## src/shared/bhr_pkg.sv

```systemverilog
package bhr_pkg;

    // Clock and serial PROM timing
    localparam int CLK_PERIOD_NS = 10;
    localparam int SK_HALF_NS = 500;
    localparam int SK_HALF_CYC = (SK_HALF_NS + CLK_PERIOD_NS - 1) / CLK_PERIOD_NS;
    localparam logic [7:0] SK_HALF_LAST = 8'(SK_HALF_CYC - 1);
    localparam logic [1:0] STRAP_SETTLE_LAST = 2'h3;

    // Bank pointer
    localparam int NUM_BANKS = 64;
    localparam logic [5:0] BANK_ZERO = 6'h00;

    // Register offsets within the 16-byte window
    localparam logic [3:0] OFS_BASE = 4'h0;
    localparam logic [3:0] OFS_WMARK = 4'h4;
    localparam logic [3:0] OFS_BUSERR = 4'h6;
    localparam logic [3:0] OFS_BANK_DW = 4'hC;
    localparam logic [3:0] OFS_BANK = 4'hE;

    // Reset values and writable masks
    localparam logic [15:0] BASE_RST = 16'h0300;
    localparam logic [15:0] BASE_MASK = 16'hFFE0;
    localparam logic [15:0] WMARK_RST = 16'h0000;
    localparam logic [15:0] WMARK_MASK = 16'h1000;
    localparam logic [15:0] BANK_RST = 16'h0000;
    localparam logic [15:0] BANK_MASK = 16'h003F;
    localparam logic [15:0] BUSERR_RST = 16'h0000;

    // Field positions
    localparam int WMARK_BIT = 12;
    localparam int BUSERR_FLAG_BIT = 15;
    localparam int BUSERR_VAL_LSB = 11;

    // Serial PROM read of word 0: start bit, read opcode, 6-bit address
    localparam logic [5:0] PROM_WORD_ADDR = 6'h00;
    localparam logic [2:0] PROM_READ_OP = 3'h6;
    localparam logic [4:0] PROM_CMD_BITS = 5'h09;
    localparam logic [4:0] PROM_DATA_FIRST = 5'h0A;
    localparam logic [4:0] PROM_LAST_BIT = 5'h19;

    typedef struct packed {
        logic [15:0] addr;
        logic [3:0] be;
        logic rd;
        logic wr;
        logic [31:0] wdata;
    } bhr_host_req_t;

    typedef enum logic [3:0] {
        ST_WAIT = 4'h1,
        ST_LOW = 4'h2,
        ST_HIGH = 4'h4,
        ST_DONE = 4'h8
    } bhr_prom_state_t;

endpackage

```

## src/bhr_top.sv

```systemverilog
`timescale 1ns/100ps

// Overview of operation
// - A 6-bit bank pointer, reset zero, picks one of 64 register banks.
// - Bank pointer decodes at offset 0xE whatever bank is selected.
// - A 32-bit write at 0xC leaves byte lanes 0xC and 0xD untouched.
// - With the PROM strap low, base address resets to 0x300.
// - With the PROM strap high, base address loads from PROM word 0 after reset.
// - Host may rewrite base address; the PROM is never written back.
// - Base bits 15..8 are compared with host address 15..8.
// - Base bits 7..5 compared with address 7..5; base bits 4..0 read zero.
// - Bank 0 watermark bit 12, reset zero: 0 gives 3 KB, 1 gives 2 KB.
// - Write-one-to-clear flag clears on a written one, holds on a zero; an illegal enable in that same write sets it instead.
// - Without a PROM the base stays at its default; software sets the MAC.
module bhr_top (
    // Clock and reset
    input wire logic CLOCK,
    input wire logic RST_N,
    // Host bus, synchronous to CLOCK
    input wire logic [15:0] HOST_ADDR,
    input wire logic [3:0] HOST_BE,
    input wire logic HOST_RD,
    input wire logic HOST_WR,
    input wire logic [31:0] HOST_WDATA,
    output logic [31:0] HOST_RDATA,
    output logic HOST_RVALID,
    // Strap and serial PROM pins
    input wire logic PROM_LOAD_STRAP,
    input wire logic PROM_DO,
    output logic PROM_CS,
    output logic PROM_SK,
    output logic PROM_DI,
    // Block status
    output logic [5:0] BANK_SEL,
    output logic RX_WMARK_2K,
    output logic PROM_BUSY
);

    bhr_pkg::bhr_host_req_t req;

    logic [15:0] base_reg, base_next;
    logic [15:0] wmark_reg, wmark_next;
    logic [15:0] bank_reg, bank_next;
    logic [15:0] buserr_reg, buserr_next;
    logic [31:0] rdata_reg, rdata_next;
    logic rvalid_reg, rvalid_next;

    bhr_pkg::bhr_prom_state_t st_reg, st_next;
    logic [7:0] tick_reg, tick_next;
    logic [4:0] bit_reg, bit_next;
    logic [15:0] shift_reg, shift_next;
    logic [1:0] settle_reg, settle_next;
    logic cs_reg, cs_next;
    logic sk_reg, sk_next;
    logic di_reg, di_next;

    logic strap_meta_reg, strap_sync_reg;
    logic do_meta_reg, do_sync_reg;

    logic hit;
    logic bank0;
    logic [1:0] word_sel;
    logic legal_be;
    logic [8:0] prom_cmd;
    logic prom_load;

    assign req = '{addr: HOST_ADDR, be: HOST_BE, rd: HOST_RD, wr: HOST_WR, wdata: HOST_WDATA};

    // Lane-wise merge keeping unwritable bits at zero
    function automatic logic [15:0] lane_merge(input logic [15:0] old,
                                               input logic [15:0] data,
                                               input logic [1:0] be,
                                               input logic [15:0] mask);
        logic [15:0] res;
        res = old;
        if (be[0])
        begin
            res[7:0] = data[7:0];
        end
        if (be[1])
        begin
            res[15:8] = data[15:8];
        end
        return res & mask;
    endfunction

    always_comb
    begin
        // 4-bit base window: base bits 4..0 are zero so address bit 4 must be zero
        hit = (req.addr[15:8] == base_reg[15:8])
              && (req.addr[7:5] == base_reg[7:5])
              && !req.addr[4];
        bank0 = (bank_reg[5:0] == bhr_pkg::BANK_ZERO);
        word_sel = req.addr[3:2];
        case (req.be)
            4'h1, 4'h2, 4'h4, 4'h8, 4'h3, 4'hC, 4'hF: legal_be = 1'b1;
            default: legal_be = 1'b0;
        endcase
        prom_cmd = {bhr_pkg::PROM_READ_OP, bhr_pkg::PROM_WORD_ADDR};
        prom_load = (st_reg == bhr_pkg::ST_HIGH) && (tick_reg == bhr_pkg::SK_HALF_LAST)
                    && (bit_reg == bhr_pkg::PROM_LAST_BIT);
    end

    // Host register file
    always_comb
    begin
        base_next = base_reg;
        wmark_next = wmark_reg;
        bank_next = bank_reg;
        buserr_next = buserr_reg;
        rdata_next = rdata_reg;
        rvalid_next = 1'b0;
        if (req.wr && hit)
        begin
            // Bank pointer lives in every bank; lanes 0 and 1 of this word hold nothing
            if (word_sel == bhr_pkg::OFS_BANK_DW[3:2])
            begin
                bank_next = lane_merge(bank_reg, req.wdata[31:16], req.be[3:2],
                                       bhr_pkg::BANK_MASK);
            end
            if (bank0 && word_sel == bhr_pkg::OFS_BASE[3:2])
            begin
                // Internal copy only; nothing goes back to the PROM
                base_next = lane_merge(base_reg, req.wdata[15:0], req.be[1:0],
                                       bhr_pkg::BASE_MASK);
            end
            if (bank0 && word_sel == bhr_pkg::OFS_WMARK[3:2])
            begin
                wmark_next = lane_merge(wmark_reg, req.wdata[15:0], req.be[1:0],
                                        bhr_pkg::WMARK_MASK);
                if (req.be[3] && req.wdata[16 + bhr_pkg::BUSERR_FLAG_BIT])
                begin
                    buserr_next[bhr_pkg::BUSERR_FLAG_BIT] = 1'b0;
                end
            end
        end
        // A fresh illegal enable beats a clear in the same cycle
        if ((req.wr || req.rd) && hit && !legal_be)
        begin
            buserr_next[bhr_pkg::BUSERR_FLAG_BIT] = 1'b1;
            buserr_next[bhr_pkg::BUSERR_VAL_LSB +: 4] = req.be;
        end
        if (prom_load)
        begin
            // Last data bit joins here; shift_reg alone is still one bit short
            base_next = {shift_reg[14:0], do_sync_reg} & bhr_pkg::BASE_MASK;
        end
        if (req.rd && hit)
        begin
            rvalid_next = 1'b1;
            rdata_next = 32'h0000_0000;
            case (word_sel)
                bhr_pkg::OFS_BASE[3:2]:
                    if (bank0)
                    begin
                        rdata_next = {16'h0000, base_reg};
                    end
                bhr_pkg::OFS_WMARK[3:2]:
                    if (bank0)
                    begin
                        rdata_next = {buserr_reg, wmark_reg};
                    end
                bhr_pkg::OFS_BANK_DW[3:2]:
                    rdata_next = {bank_reg, 16'h0000};
                default:
                    rdata_next = 32'h0000_0000;
            endcase
        end
        if (!RST_N)
        begin
            base_next = bhr_pkg::BASE_RST;
            wmark_next = bhr_pkg::WMARK_RST;
            bank_next = bhr_pkg::BANK_RST;
            buserr_next = bhr_pkg::BUSERR_RST;
            rdata_next = 32'h0000_0000;
            rvalid_next = 1'b0;
        end
    end

    always_ff @(posedge CLOCK)
    begin
        base_reg <= base_next;
        wmark_reg <= wmark_next;
        bank_reg <= bank_next;
        buserr_reg <= buserr_next;
        rdata_reg <= rdata_next;
        rvalid_reg <= rvalid_next;
    end

    // Pin synchronisers
    always_ff @(posedge CLOCK)
    begin
        strap_meta_reg <= PROM_LOAD_STRAP;
        strap_sync_reg <= strap_meta_reg;
        do_meta_reg <= PROM_DO;
        do_sync_reg <= do_meta_reg;
    end

    // Serial PROM reader: with the strap high, one read of word 0 after reset, then idle forever
    always_comb
    begin
        st_next = st_reg;
        tick_next = tick_reg;
        bit_next = bit_reg;
        shift_next = shift_reg;
        settle_next = settle_reg;
        cs_next = cs_reg;
        sk_next = sk_reg;
        di_next = di_reg;
        case (st_reg)
            bhr_pkg::ST_WAIT:
            begin
                // Let the strap pass its synchroniser before deciding
                settle_next = settle_reg + 2'h1;
                if (settle_reg == bhr_pkg::STRAP_SETTLE_LAST)
                begin
                    if (strap_sync_reg)
                    begin
                        st_next = bhr_pkg::ST_LOW;
                        cs_next = 1'b1;
                        di_next = prom_cmd[8];
                    end
                    else
                    begin
                        st_next = bhr_pkg::ST_DONE;
                    end
                end
            end
            bhr_pkg::ST_LOW:
            begin
                tick_next = tick_reg + 8'h01;
                if (tick_reg == bhr_pkg::SK_HALF_LAST)
                begin
                    tick_next = 8'h00;
                    sk_next = 1'b1;
                    st_next = bhr_pkg::ST_HIGH;
                end
            end
            bhr_pkg::ST_HIGH:
            begin
                tick_next = tick_reg + 8'h01;
                if (tick_reg == bhr_pkg::SK_HALF_LAST)
                begin
                    tick_next = 8'h00;
                    sk_next = 1'b0;
                    // Sampled late in the high phase to cover synchroniser delay
                    if (bit_reg >= bhr_pkg::PROM_DATA_FIRST)
                    begin
                        shift_next = {shift_reg[14:0], do_sync_reg};
                    end
                    if (bit_reg == bhr_pkg::PROM_LAST_BIT)
                    begin
                        cs_next = 1'b0;
                        di_next = 1'b0;
                        st_next = bhr_pkg::ST_DONE;
                    end
                    else
                    begin
                        bit_next = bit_reg + 5'h01;
                        di_next = (bit_reg + 5'h01 < bhr_pkg::PROM_CMD_BITS)
                                  ? prom_cmd[4'(5'h08 - bit_reg - 5'h01)] : 1'b0;
                        st_next = bhr_pkg::ST_LOW;
                    end
                end
            end
            bhr_pkg::ST_DONE:
                st_next = bhr_pkg::ST_DONE;
            default:
                st_next = bhr_pkg::ST_DONE;
        endcase
        if (!RST_N)
        begin
            st_next = bhr_pkg::ST_WAIT;
            tick_next = 8'h00;
            bit_next = 5'h00;
            shift_next = 16'h0000;
            settle_next = 2'h0;
            cs_next = 1'b0;
            sk_next = 1'b0;
            di_next = 1'b0;
        end
    end

    always_ff @(posedge CLOCK)
    begin
        st_reg <= st_next;
        tick_reg <= tick_next;
        bit_reg <= bit_next;
        shift_reg <= shift_next;
        settle_reg <= settle_next;
        cs_reg <= cs_next;
        sk_reg <= sk_next;
        di_reg <= di_next;
    end

    assign HOST_RDATA = rdata_reg;
    assign HOST_RVALID = rvalid_reg;
    assign PROM_CS = cs_reg;
    assign PROM_SK = sk_reg;
    assign PROM_DI = di_reg;
    assign BANK_SEL = bank_reg[5:0];
    assign RX_WMARK_2K = wmark_reg[bhr_pkg::WMARK_BIT];
    assign PROM_BUSY = (st_reg != bhr_pkg::ST_DONE);

endmodule

```

## config.mk

```make
export PLATFORM = sky130hd
export DESIGN_NAME = bhr_top
export DESIGN_NICKNAME = d
export VERILOG_FILES = /design/src/shared/bhr_pkg.sv /design/src/bhr_top.sv
export SDC_FILE = /design/constraint.sdc
export NUM_CORES = 1
export LEC_CHECK = 0
export ABC_AREA = 1
export CELL_PAD_IN_SITES_DETAIL_PLACEMENT = 1
export CELL_PAD_IN_SITES_GLOBAL_PLACEMENT = 1
export CORE_MARGIN = 2
export CORE_UTILIZATION = 40
export CTS_CLUSTER_DIAMETER = 80
export DETAILED_ROUTE_END_ITERATION = 10
export DONT_BUFFER_PORTS = 1
export PLACE_DENSITY = 0.68
export SYNTH_ARGS = -nofsm -noshare
export SYNTH_HDL_FRONTEND = slang
export SYNTH_SLANG_ARGS = --single-unit
```

## constraint.sdc

```tcl
create_clock -name CLOCK -period 2.3 [get_ports CLOCK]
set_clock_uncertainty 0.2 [all_clocks]
set_input_delay 0.345 -clock CLOCK [delete_from_list [all_inputs] [get_ports CLOCK]]
set_output_delay 0.345 -clock CLOCK [all_outputs]
set_load 0.05 [all_outputs]
```

---- Yosys cells after proc, flatten, opt, wreduce, memory -nomap -nowiden ----
Memories as Yosys holds them, arrays and structs flattened.
Cells that the tools add are included.
cells by class
  shift-type cells ........................ 0
  order comparisons ....................... 3
  multiplexer cells ....................... 34
  bitwise gates (word level) .............. 1
  reduce and logical (&&, ||, !) cells .... 38
  multiply operators ...................... 0
  $add $sub $neg .......................... 5
  div/mod/pow operators ................... 0
  eq/ne operators ......................... 23
operators by type and width
  kind                                                 count
  case mux 32 bit (3 select lines)                     1
  two-way mux 16 bit                                   4
  two-way mux 32 bit                                   1
  AND reduction 3 bit                                  9
  two-way mux 8 bit                                    3
  two-way mux 4 bit                                    5
  nonzero test 2 bit                                   9
  two-way mux 1 bit                                    15
  equality test 4 x 2 -> 1 bit, second input constant  3
  equality test 4 bit, second input constant           3
  case mux 4 bit (3 select lines)                      1
  logical AND 1 bit                                    11
  adder 8 x 1 -> 8 bit, second input constant          1
  equality test 4 x 1 -> 1 bit, second input constant  2
  equality test 4 x 3 -> 1 bit, second input constant  2
  equality test 8 x 6 -> 1 bit, second input constant  1
  equality test 8 bit                                  1
  OR reduction 7 bit                                   1
  zero test 6 bit                                      1
  != test 2 bit, second input constant                 3
  case mux 1 bit (2 select lines)                      3
  adder 5 x 1 -> 5 bit, second input constant          1
  equality test 5 bit, second input constant           1
  >= comparator 5 x 4 -> 1 bit, second input constant  1
  18 further kinds                                     21
storage, ports and cells
  bits in registers ....................... 97
  input port bits ......................... 58
  logic and storage cells ................. 125
  ROM bits ................................ 16
  output and inout port bits .............. 44
  memory bits (writable) .................. 0
  latch bits .............................. 0
  memories ................................ 1
memory list
  memory           words  bits a word  read ports  clocked after Yosys merged registers in  wr ports  line            text
  (no name shown)  16     1            1           0                                        0         bhr_top.sv:261  ? prom_cmd[4'(5'h08 - bit_reg - 5'h01)] : 1'b0;

---- Longest topological paths before layout ----
  depth after elaboration ................. 8
  depth in mapped cells ................... 13
  gate-level depth less buffers ........... 12

---- Worst setup path before layout ----
OpenSTA, ideal clock, no wires.
  path type ............................... reg2reg
  start ................................... reg bank_reg[1]
  end ..................................... reg base_reg[8]
  buffers on the path ..................... 0
  stages on the path, launching flop included .. 7
  arrival ................................. 1419 ps
  slack ................................... 548 ps
  setup time .............................. 134 ps
  required time ........................... 1966 ps
  clock period less this slack ............ 1752 ps
  path through ............................ dfxtp_1 nor2_1 nand4_1 o21ai_2 nand2_2 nand2_1 nand3_1
on the way
  cells in the longest elaborated chain, start to end .. 4
RTL lines
  item                                  line            text
  start, declared                       bhr_top.sv:43   logic [15:0] bank_reg, bank_next;
  start signal, assigned                bhr_top.sv:184  bank_reg <= bank_next;
  zero test 6 bit                       bhr_top.sv:93   bank0 = (bank_reg[5:0] == bhr_pkg::BANK_ZERO);
  logical AND 1 bit                     bhr_top.sv:121  if (bank0 && word_sel == bhr_pkg::OFS_BASE[3:2])
  nonzero test 2 bit (no source line)   --
  AND reduction 3 bit (no source line)  --
  end signal, assigned                  bhr_top.sv:182  base_reg <= base_next;
  end, declared                         bhr_top.sv:41   logic [15:0] base_reg, base_next;
Every way passes these cells.
A chain may end at the register's enable or synchronous reset.

---- Worst setup path after layout ----
  start ................................... reg bit_reg[0]
  end ..................................... reg base_reg[12]
on the way
  cells in the longest elaborated chain, start to end .. 4
  elaborated cells on any way between the ends .. 7
  those cells by class .................... eq/ne: 1; mux: 1; reduce/logical: 5
RTL lines
  item                                  line            text
  start, declared                       bhr_top.sv:50   logic [4:0] bit_reg, bit_next;
  start signal, assigned                bhr_top.sv:288  bit_reg <= bit_next;
  equality test 5 bit (*)               bhr_top.sv:101  && (bit_reg == bhr_pkg::PROM_LAST_BIT);
  logical AND 1 bit (*)                 bhr_top.sv:101
  nonzero test 2 bit (no source line)   --
  AND reduction 3 bit (no source line)  --
Mark *: on every way between the ends. The rest lies on a longest branch, timed or not.

==> impl_metrics.tcl <==
set metrics [dict create \
    pin_count 102 \
    tns_ns 0 \
    yosysSeqAreaShare 0.4179 \
    vias 3790 \
    antennaDiodeCount 0 \
    hp-class "input port to flop" \
    gp_congestion 0.7970 \
    overflow 0 \
    drt-initial-drc-count 136 \
    synthCells 586 \
    ys.warnings.count 0 \
    core_sq_um 10230 \
    post_cts_buffers 0 \
    maxSlewViolCount 0 \
    cts-root-buf "clkbuf_8" \
    cts.htree.levels 3 \
    maxCapViolCount 0 \
    routed_wl_mm 10.94 \
    syn-cell-area_sq_um 4168 \
    worst_slew_pin_slew_ns 0.6537 \
    drtAntennaViolNets 0 \
    firstDrtPassIters 4 \
    die-area_sq_um 11250 \
    clock_sinks 87 \
    drc 0 \
    fin_util 0.4515 \
    cts_tree "yes" \
    final_nets 666 \
    max-vdd-ir-drop_mv 0.4205 \
    required_ns 2.31 \
    synth_edf_count 0 \
    end_kind "flop" \
    initial_core_util 0.4074 \
    core.rowCount 37 \
    track_usage 0.2044 \
    startpoint_type "flop" \
    final_cells 742 \
    status "complete, no violations" \
    ys.flop_type "dfxtp_1" \
    clock_path_buffers 2 \
    clock_latency_ns 0.36 \
    finalSetupViolations 0 \
    grt_pass1_wl_mm 18.40 \
    largest_reg_flops 22 \
    synth_async_sr_flop_share 0 \
    critPathKind "flop to flop" \
    post-route-period-util 0.9023 \
    routedWlPerCell_microns 14.74 \
    syn_area_per_cell_sq_um 7.112 \
    die_h_microns 106.1 \
    ys_ff_latch 87 \
    dp_cells 712 \
    ys_types 38 \
    cp_max_fo 9 \
    routed_via_density 5.108 \
    hpwl_mm 8.046 \
    p_leak_nw 1.982 \
    powerDensity_nw_per_um2 672.4 \
    grt_max_degree 49 \
    cts_inserted_buffers 9 \
    chipWidth_microns 106.1 \
    slew_headroom 0.5637 \
    rsz0062_at_grt "false" \
    arrival_ns 2.09 \
    finalCriticalPeriod_ns 2.075 \
    clk_pin_slew_ns 0.10 \
    max_freq_mhz 481.8 \
    port_buffers 0 \
    grt_antenna_before_repair 0 \
    hold_violations 0 \
    grt_pass1_vias 3877 \
    drive_gt1_frac 0.09571 \
    area_delta_synth_final_pct 10.84 \
]
## what timing repair did
item,CTS,global route
endpoints found under the hold margin,61,0
setup endpoints to repair,0,10
gates resized for setup,0,2
hold buffers,14,0
## metal layers
| layer | global-route usage | vias up | part of all wire |
|---|---|---|---|
| met2 | 0.3613 | 73 | 0.50 |
| li1 | - | 1912 | - |
| met1 | 0.2426 | 1782 | 0.43 |
| met5 | 0 | - | 0 |
| met4 | 0.07989 | 0 | 0.026 |
| met3 | 0.04169 | 23 | 0.044 |
## metrics by stage
stage          instance area [sq um]  power (mW)  hold WS, ns  setup WS (ns)
2_1_floorplan                   4202       2.022       0.1096         0.5478
3_3_place_gp                    4264       2.053       0.1134         0.2616
3_5_place_dp                    4264       2.071       0.1164         0.1767
4_1_cts                         4607       3.141      0.03149         0.1654
5_1_grt                         4619       3.281      0.05366       0.005471
6_report                        4619       3.106      0.04524         0.2246
## cell type report
cell class              instances  area [sq um]
clock buffers                  11         151.4
clock inverters                 5         41.29
flip-flops and latches         87          1742
inverters                      80         301.5
well taps                     136         170.2
multi-input cells             400          1996
fillers                      1340          5612
repair buffers                 23         217.7
## where the power goes
group          leakage, nW  internal (mW)  switching, mW
clock               0.0922          0.460          0.575
combinational         1.19          0.141          0.291
sequential           0.704           1.56         0.0794
## path summary, 6_finish.rpt
check,start,end,slack (ns),cells after the start
hold reg to reg,do_meta_reg,do_sync_reg,0.13,0
setup / recovery,bit_reg[0],base_reg[12],0.22,8
hold / removal,HOST_WDATA[12],wmark_reg[12],0.05,4
setup reg to reg,bit_reg[0],base_reg[12],0.22,8
## synthesized netlist by cell type (3+ instances only)
library cell  instances  area (sq um)
a21oi_1              52         260.3
a31oi_1               3         18.77
buf_1                 4         15.01
buf_2                 5         25.02
buf_4                11         82.58
buf_6                 3         33.78
clkbuf_1              5         18.77
clkinv_1              5         18.77
dfxtp_1              87          1742
ha_1                  7         87.58
inv_1                67         251.5
inv_2                 7         26.28
nand2_1             122         457.9
nand2_2               6         37.54
nand3_1              84         420.4
nand3_2               5         50.05
nand4_1              12         75.07
nor2_1               36         135.1
nor2_2                4         25.02
nor2_4                3         33.78
nor3_1                5         25.02
o21ai_0              29         145.1
o21ai_1               5         25.02
## cells by family (layout without fill, tap and decap cells)
family | count (synthesis) | in the layout | synth area share
simple gates | 283 | 283 | 0.3167
flops | 87 | 87 | 0.4179
fa+ha+maj | 7 | 7 | 0.02101
xor+xnor | 4 | 4 | 0.008407
compound gates | 96 | 96 | 0.1207
other cells | 1 | 10 | 0.0008998
buf+inv | 108 | 119 | 0.1144
## worst max-delay path, cell delays in order, from the launching register on
cell	delay, ns
dfxtp_1	0.45
ha_1	0.18
nand4_1	0.15
inv_1	0.21
nand3_2	0.21
nand2_2	0.23
nand2_2	0.15
nand2_1	0.10
a21oi_1	0.06
## layout by cell type, fill, tap and decap left out, types with 2 or more instances in the layout
cell type | Yosys | final
xnor2_1 | 2 | 2
nand2_2 | 6 | 5
nor2_4 | 3 | 3
o21ai_1 | 5 | 5
a21oi_1 | 52 | 52
dlygate4sd3_1 | 0 | 13
nand3_1 | 84 | 84
buf_4 | 11 | 9
ha_1 | 7 | 7
conb_1 | 1 | 10
nand4_1 | 12 | 12
o21ai_0 | 29 | 29
nor2_1 | 36 | 36
o31ai_1 | 2 | 2
nor2_2 | 4 | 4
nor3_1 | 5 | 5
clkinvlp_4 | 0 | 2
nand3_2 | 5 | 5
xor2_1 | 2 | 2
nand2_4 | 1 | 2
nand2_1 | 122 | 122
clkbuf_8 | 0 | 11
a31oi_1 | 3 | 3
dfxtp_1 | 87 | 87
inv_1 | 67 | 67
clkinv_4 | 0 | 2
inv_2 | 7 | 7
clkinv_1 | 5 | 5
(Power assumes the default switching activity.)
